## src/ccr_pkg.sv

```systemverilog
// ccr_pkg: register map, field positions, reset values and modes of the comparator control block
// assumes an 8-bit register port on the core clock
package ccr_pkg;
    localparam logic [7:0] CCR_ADDR_IRQ_CONTROL = 8'h0b;
    localparam logic [7:0] CCR_ADDR_PERIPH_FLAGS = 8'h0c;
    localparam logic [7:0] CCR_ADDR_CMP_CONTROL = 8'h19;
    localparam logic [7:0] CCR_ADDR_PIN_DIRECTION = 8'h85;
    localparam logic [7:0] CCR_ADDR_PERIPH_ENABLES = 8'h8c;
    localparam logic [7:0] CCR_ADDR_REF_CONTROL = 8'h99;
    localparam logic [7:0] CCR_ADDR_PORT_PINS = 8'h05;
    localparam logic [7:0] CCR_ADDR_ANALOG_SEL = 8'h9f;

    localparam logic [7:0] CCR_RST_IRQ_CONTROL = 8'h00;
    localparam logic [7:0] CCR_RST_PERIPH_FLAGS = 8'h00;
    localparam logic [7:0] CCR_RST_CMP_CONTROL = 8'h00;
    localparam logic [5:0] CCR_RST_PIN_DIRECTION = 6'h3f;
    localparam logic [7:0] CCR_RST_PERIPH_ENABLES = 8'h00;
    localparam logic [7:0] CCR_RST_REF_CONTROL = 8'h00;
    localparam logic [3:0] CCR_RST_ANALOG_SEL = 4'hf;

    localparam int CCR_BIT_RESULT = 6;
    localparam int CCR_BIT_INVERT = 4;
    localparam int CCR_BIT_SWITCH = 3;
    localparam int CCR_BIT_CHANGE_FLAG = 3;
    localparam int CCR_BIT_CMP_IRQ_EN = 3;
    localparam int CCR_BIT_PERIPH_IRQ_EN = 6;
    localparam int CCR_BIT_GLOBAL_IRQ_EN = 7;
    localparam int CCR_BIT_REF_POWER = 7;
    localparam int CCR_BIT_REF_RANGE = 5;
    localparam int CCR_BIT_OUT_PIN = 2;
    localparam logic [7:0] CCR_MASK_CMP_CONTROL = 8'h1f;
    localparam logic [7:0] CCR_MASK_REF_CONTROL = 8'haf;

    typedef enum logic [2:0] {
        CCR_MODE_RESET = 3'h0,
        CCR_MODE_OUT_A = 3'h1,
        CCR_MODE_OUT_B = 3'h3,
        CCR_MODE_SW_REF = 3'h5,
        CCR_MODE_SW_OUT = 3'h6,
        CCR_MODE_OFF = 3'h7
    } ccr_mode_e;

    typedef struct packed {
        logic [7:0] addr;
        logic [7:0] wdata;
        logic wr;
        logic rd;
    } ccr_bus_s;

    typedef struct packed {
        logic power_on;
        logic range_low;
        logic [3:0] level;
        logic cmp_enable;
        logic input_switch;
    } ccr_analog_s;
endpackage

```

## src/ccr_top.sv

```systemverilog
// ccr_top: register file, result synchroniser, change detection and pin control
// assumes registers reached over a plain strobe port, comparator output asynchronous
// Contract
// - result bit six read-only
// - output modes drive result onto pin
// - direction bit two gates pin driver
// - analog-input pins read zero
// - range and level pick reference tap
// - power bit enables reference ladder
// - range bit selects low range
// - level field four bits wide
// - sleep keeps comparator and reference running
// - interrupt wakes, registers kept
// - reset loads register defaults
// - output change sets change flag
// - software writes flag zero or one
// - three enables gate interrupt
// - mismatch re-sets flag, access relatches
// - change during read may miss
// - invert bit reverses polarity
// - switch bit chooses negative input
//
// The plain strobed port was decided locally.
`timescale 1ns/1ns
module ccr_top
    import ccr_pkg::*;
(
    // clock and reset
    input wire logic clk_in,
    input wire logic rstn_in,
    // register port
    input wire logic [7:0] addr_in,
    input wire logic [7:0] wdata_in,
    input wire logic wr_in,
    input wire logic rd_in,
    output logic [7:0] rdata_out,
    // analog side
    input wire logic cmp_raw_in,
    input wire logic [5:0] pin_level_in,
    output ccr_analog_s analog_out,
    // pin and interrupt
    output logic out_pin_out,
    output logic out_pin_oe_out,
    output logic irq_out,
    output logic wake_out
);
    ccr_bus_s bus;
    assign bus = '{addr: addr_in, wdata: wdata_in, wr: wr_in, rd: rd_in};

    logic [7:0] irq_ctrl, next_irq_ctrl;
    logic [7:0] pflags, next_pflags;
    logic [7:0] comparator_control, next_comparator_control;
    logic [5:0] pdir, next_pdir;
    logic [7:0] pen, next_pen;
    logic [7:0] reference_control, next_reference_control;
    logic [3:0] ansel, next_ansel;
    logic sync1, sync2, latched, next_latched;
    logic [7:0] next_rdata;
    logic result, next_pin, next_oe, next_irq;
    ccr_analog_s next_analog;
    logic cmp_access, mismatch, out_mode;

    // synchronised result is inverted after sync when the invert bit is set; result bit reflects polarity
    assign result = sync2 ^ comparator_control[CCR_BIT_INVERT];
    assign cmp_access = (bus.wr || bus.rd) && bus.addr == CCR_ADDR_CMP_CONTROL;
    assign mismatch = result != latched;
    assign out_mode = comparator_control[2:0] == CCR_MODE_OUT_A || comparator_control[2:0] == CCR_MODE_OUT_B
        || comparator_control[2:0] == CCR_MODE_SW_OUT;

    always_comb begin
        next_irq_ctrl = irq_ctrl;
        next_pflags = pflags;
        next_comparator_control = comparator_control;
        next_pdir = pdir;
        next_pen = pen;
        next_reference_control = reference_control;
        next_ansel = ansel;
        next_latched = latched;
        if (bus.wr) begin
            unique case (bus.addr)
                CCR_ADDR_IRQ_CONTROL: next_irq_ctrl = bus.wdata;
                CCR_ADDR_PERIPH_FLAGS: next_pflags = bus.wdata;
                CCR_ADDR_CMP_CONTROL: next_comparator_control = bus.wdata & CCR_MASK_CMP_CONTROL;
                CCR_ADDR_PIN_DIRECTION: next_pdir = bus.wdata[5:0];
                CCR_ADDR_PERIPH_ENABLES: next_pen = bus.wdata;
                CCR_ADDR_REF_CONTROL: next_reference_control = bus.wdata & CCR_MASK_REF_CONTROL;
                CCR_ADDR_ANALOG_SEL: next_ansel = bus.wdata[3:0];
                default: ;
            endcase
        end
        // access relatches; a change landing with the read may be missed
        if (cmp_access) begin
            next_latched = result;
        end else if (mismatch) begin
            next_pflags[CCR_BIT_CHANGE_FLAG] = 1'b1;
        end
    end

    always_comb begin
        next_rdata = 8'h00;
        if (bus.rd) begin
            unique case (bus.addr)
                CCR_ADDR_IRQ_CONTROL: next_rdata = irq_ctrl;
                CCR_ADDR_PERIPH_FLAGS: next_rdata = pflags;
                CCR_ADDR_CMP_CONTROL: next_rdata = comparator_control | {1'b0, result, 6'h00};
                CCR_ADDR_PIN_DIRECTION: next_rdata = {2'b00, pdir};
                CCR_ADDR_PERIPH_ENABLES: next_rdata = pen;
                CCR_ADDR_REF_CONTROL: next_rdata = reference_control;
                CCR_ADDR_ANALOG_SEL: next_rdata = {4'h0, ansel};
                CCR_ADDR_PORT_PINS: next_rdata = {2'b00, pin_level_in & ~{2'b00, ansel}};
                default: next_rdata = 8'h00;
            endcase
        end
        next_irq = pflags[CCR_BIT_CHANGE_FLAG] && pen[CCR_BIT_CMP_IRQ_EN]
            && irq_ctrl[CCR_BIT_PERIPH_IRQ_EN] && irq_ctrl[CCR_BIT_GLOBAL_IRQ_EN];
        next_pin = result;
        next_oe = out_mode && !pdir[CCR_BIT_OUT_PIN];
        next_analog.power_on = reference_control[CCR_BIT_REF_POWER];
        next_analog.range_low = reference_control[CCR_BIT_REF_RANGE];
        next_analog.level = reference_control[3:0];
        next_analog.cmp_enable = comparator_control[2:0] != CCR_MODE_RESET && comparator_control[2:0] != CCR_MODE_OFF;
        next_analog.input_switch = comparator_control[CCR_BIT_SWITCH]
            && (comparator_control[2:0] == CCR_MODE_SW_REF || comparator_control[2:0] == CCR_MODE_SW_OUT);
    end

    always_ff @(posedge clk_in or negedge rstn_in) begin
        if (!rstn_in) begin
            irq_ctrl <= CCR_RST_IRQ_CONTROL;
            pflags <= CCR_RST_PERIPH_FLAGS;
            comparator_control <= CCR_RST_CMP_CONTROL;
            pdir <= CCR_RST_PIN_DIRECTION;
            pen <= CCR_RST_PERIPH_ENABLES;
            reference_control <= CCR_RST_REF_CONTROL;
            ansel <= CCR_RST_ANALOG_SEL;
            sync1 <= 1'b0;
            sync2 <= 1'b0;
            latched <= 1'b0;
            rdata_out <= 8'h00;
            out_pin_out <= 1'b0;
            out_pin_oe_out <= 1'b0;
            irq_out <= 1'b0;
            wake_out <= 1'b0;
            analog_out <= '0;
        end else begin
            irq_ctrl <= next_irq_ctrl;
            pflags <= next_pflags;
            comparator_control <= next_comparator_control;
            pdir <= next_pdir;
            pen <= next_pen;
            reference_control <= next_reference_control;
            ansel <= next_ansel;
            sync1 <= cmp_raw_in;
            sync2 <= sync1;
            latched <= next_latched;
            rdata_out <= next_rdata;
            out_pin_out <= next_pin;
            out_pin_oe_out <= next_oe;
            irq_out <= next_irq;
            wake_out <= pflags[CCR_BIT_CHANGE_FLAG] && pen[CCR_BIT_CMP_IRQ_EN];
            analog_out <= next_analog;
        end
    end
endmodule // ccr_top

```

## config.mk

```make
export PLATFORM = sky130hd
export DESIGN_NAME = ccr_top
export DESIGN_NICKNAME = d
export VERILOG_FILES = /design/src/ccr_pkg.sv /design/src/ccr_top.sv
export SDC_FILE = /design/constraint.sdc
export NUM_CORES = 1
export LEC_CHECK = 0
export BUFFER_PORTS_ARGS = -buffer_cell sky130_fd_sc_hd__buf_4
export CORE_MARGIN = 2
export CORE_UTILIZATION = 45
export CTS_BUF_LIST = sky130_fd_sc_hd__clkbuf_4 sky130_fd_sc_hd__clkbuf_8 sky130_fd_sc_hd__clkbuf_16
export DETAILED_ROUTE_END_ITERATION = 8
export GPL_TIMING_DRIVEN = 1
export HOLD_SLACK_MARGIN = 0.12
export PLACE_DENSITY = 0.65
export SLEW_MARGIN = 20
export SYNTH_ARGS = -nofsm -noshare
export SYNTH_HDL_FRONTEND = slang
export SYNTH_SLANG_ARGS = --single-unit
```

## constraint.sdc

```tcl
create_clock -name clk_in -period 1.45 [get_ports clk_in]
set_input_delay 0 -clock clk_in [delete_from_list [all_inputs] [get_ports clk_in]]
set_output_delay 0 -clock clk_in [all_outputs]
set_load 0.005 [all_outputs]
```

==> results.py <==
metrics = {
    "sta": {
        "setup_slack_ps": 129,
        "fin_crit_ps": 1320,
        "fin_worst_skew_ps": 4.96,
        "tightest_slew_ps": 464,
        "maxSlewHeadroom": 0.691,
        "rsz0062_at_grt": "false",
        "finalCritPeriodShare": 0.911,
        "maxSlewViolCount": 0,
        "finalSetupViolCount": 0,
        "hold_violations": 0,
        "max_freq_mhz": 757,
    },
    "floorplanning": {
        "core-area_mm2": 0.00676,
        "die_area_mm2": 0.00763,
        "start_util": 0.462,
        "floorplan.io_pins": 47,
        "die_h_um": 87.3,
        "num_rows": 30,
        "die_x_um": 87.3,
    },
    "setup_path": {
        "critPathKind": "flip-flop to flip-flop",
        "critPathTopFamily": "compound AO/OA/AOI/OAI gates",
        "crit_top_cell": "a32o_1",
        "max_stage_delay_ps": 400,
        "r2r-start": "irq_ctrl[6]",
        "cp_max_fo": 3,
        "worst_r2r_endpoint": "rdata_out[6]",
        "reg2reg_slack_ps": 130,
        "path_buf_inv": 0,
        "r2r_cells": 4,
        "crit_slowest_cell": "dfrtp_1",
        "cp-start-kind": "flip-flop",
        "critPathRequiredTime_ps": 1670,
        "crit_chain": "a32o_1 -> a32o_1 -> a22oi_1 -> nor2_1",
        "arrival_ps": 1550,
        "endpoint_kind": "flip-flop",
    },
    "route": {
        "firstDrtPassIters": 4,
        "routed_wl_mm": 7.37,
        "wl_per_cell_um": 18.1,
        "drc_errors": 0,
        "first_iter_violations": 113,
        "avgViaCountPerCell": 5.59,
        "ant_nets": 0,
        "vias": 2282,
    },
    "final_layout": {
        "nFillCells": 550,
        "fin_nets": 350,
        "instances_no_fill": 408,
        "layout-drive-gt1-share": 0.345,
        "multi_input_area_mm2": 0.00134,
        "synthToLayoutAreaGrowth_pct": 30.2,
        "register_area_mm2": 0.00171,
        "num_antenna_cells": 0,
    },
    "yosys": {
        "synth_top_cell_area_share": 0.465,
        "synth_area_leaders": "dfrtp_1 46%, mux2_1 14%, dfstp_2 8.4%",
        "yosysMostFrequentCell": "dfrtp_1",
        "ys_warn_count": 0,
        "synthTopCellsByCount": "58 x dfrtp_1, 40 x mux2_1, 17 x nand2_1, 10 x dfstp_2, 8 x nor2_1",
        "yosysTopAreaCell": "dfrtp_1",
        "ys_types": 49,
        "synth_edf_count": 0,
        "async_reset_ff_frac": 1.00,
        "ys.flop_type": "dfrtp_1",
        "ys_ff_latch": 68,
        "synthCells": 240,
        "synth_area_per_cell_um2": 13.0,
        "syn_nets": 267,
        "yosysSeqAreaShare": 0.549,
        "syn-cell-area_mm2": 0.00312,
    },
    "min_path": {
        "hold_class": "input pin to flip-flop",
        "min-delay-start": "addr_in[6]",
        "holdPathStages": 4,
        "min_to": "rdata_out[5]",
    },
    "cts": {
        "insertion_delay_ps": 340,
        "htreeDepth": 3,
        "root_buffer": "clkbuf_8",
        "cts_inserted_buffers": 9,
        "cts.sinks": 68,
        "cts.path.max_buffers": 2,
        "clkSlewWorstSetupHoldPaths_ps": 70,
        "cts_tree": "built",
    },
    "grt": {
        "grt_pass1_wl_mm": 12.3,
        "first_global_vias": 2359,
        "grt_overflow": 0,
        "antenna_found_initial": 0,
        "grt_max_degree": 37,
        "grt_usage": 0.215,
    },
    "power": {
        "p_leak_nw": 1.96,
        "ir_drop_mv": 0.470,
        "powerDensity_mw_per_mm2": 1060,
    },
    "place": {
        "pre_cts_slack_ps": -57.7,
        "hpwl_mm": 5.39,
        "dp_cells": 378,
        "portBuffers": 46,
        "gp_congestion": 0.813,
    },
    "flow_run": {
        "maxCapViolCount": 0,
    },
    "run_status": {
        "status": "complete, no violations",
    },
}
## registers in the layout, indices dropped and copies added, names as in the netlist, 4 cells and up
register and flops:
pflags 8, comparator_control 5, analog_out 8, irq_ctrl 8, reference_control 6, rdata_out 8, pen 8, ansel 4
pdir 6
## through the flow
step / hold slack (ps) / utilization / instance area, µm² / setup TNS, ps / power, mW
6_report: 84.7 / 0.602 / 4070 / 0 / 4.29
3_5_place_dp: -28.0 / 0.545 / 3680 / -499 / 2.44
3_3_place_gp: -32.6 / 0.545 / 3680 / 0 / 2.44
4_1_cts: 122 / 0.603 / 4070 / 0 / 4.33
2_1_floorplan: -296 / - / 3120 / 0 / 2.22
5_1_grt: 140 / 0.602 / 4070 / 0 / 4.45
## layout by cell type, fill, tap and decap left out, types with 2 or more instances in the layout
cell type,Yosys,routed
buf_4,3,66
dfrtp_1,58,58
mux2_1,40,40
nand2_1,17,17
dlygate4sd3_1,0,14
dfstp_2,10,10
clkbuf_8,0,9
nor2_1,8,8
a22oi_1,7,7
inv_1,6,6
and3_1,6,6
a32o_1,6,6
a31oi_1,5,5
xor2_1,4,4
a21oi_1,4,4
a32oi_1,4,4
nor2b_1,3,3
nand3_1,3,3
nor3_1,3,3
and2_1,3,3
a22o_1,3,3
o2bb2ai_1,3,3
nand3_4,3,3
o21ai_0,3,3
bufinv_16,0,3
o21ai_1,2,2
nor3_2,2,2
nand2_2,2,2
mux2i_1,2,2
a221oi_1,3,2
mux2_2,2,2
nand3_2,2,2
clkinvlp_4,0,2
clkinv_2,0,2
## routing by layer
metal	wire length [µm]	track usage
met1	3440	0.308
met2	3470	0.320
met3	361	0.0559
met4	94	0.0657
met5	0	0
## how the worst max path moves through the flow
stage	start	endpoint	slack, ps	cells after the start
5_1_grt	ansel[1]	rdata_out[1]	90	4
6_report	irq_ctrl[6]	rdata_out[6]	130	4
3_3_place_gp	addr_in[1]	reference_control[0]	10	5
4_1_cts	pdir[5]	rdata_out[5]	60	3
3_5_place_dp	addr_in[1]	reference_control[3]	-60	5
2_1_floorplan	addr_in[4]	pflags[1]	140	4
## layout make-up
cell class | instances | share of cell area
clock buffers | 9 | 0.0305
clock inverters | 7 | 0.0283
inverters | 6 | 0.00554
multi-input cells | 157 | 0.329
flip-flops and latches | 68 | 0.421
well taps | 80 | 0.0246
repair buffers | 81 | 0.161
## timing repair
item / CTS / global route
endpoints found under the setup margin: 0 / 2
hold buffers: 15 / 0
setup buffers: 0 / 0
hold endpoints to repair: 114 / 0
resized for setup: 0 / 1
## power by group
part           leakage, nW  internal (mW)  switching [mW]  total, mW
logic                0.948          0.193           0.200      0.393
clock network        0.115           1.13           0.720       1.85
registers            0.894           1.99          0.0522       2.05
total                 1.96           3.32           0.972       4.29
## worst min-delay path: cells and delay by family
family / cells / cell delay (ps)
buffers and inverters: 1 / 140
and+or+nand+nor: 2 / 160
AOI/OAI and AO/OA: 1 / 90
## logic make-up after synthesis
| logic type | after synthesis | share of synthesized area |
|---|---|---|
| xor+xnor | 4 | 0.0112 |
| flops | 68 | 0.549 |
| simple gates | 64 | 0.145 |
| compound gates | 45 | 0.112 |
| buf+inv | 15 | 0.0256 |
| mux | 44 | 0.158 |
Power figures use the tool's default switching activity.
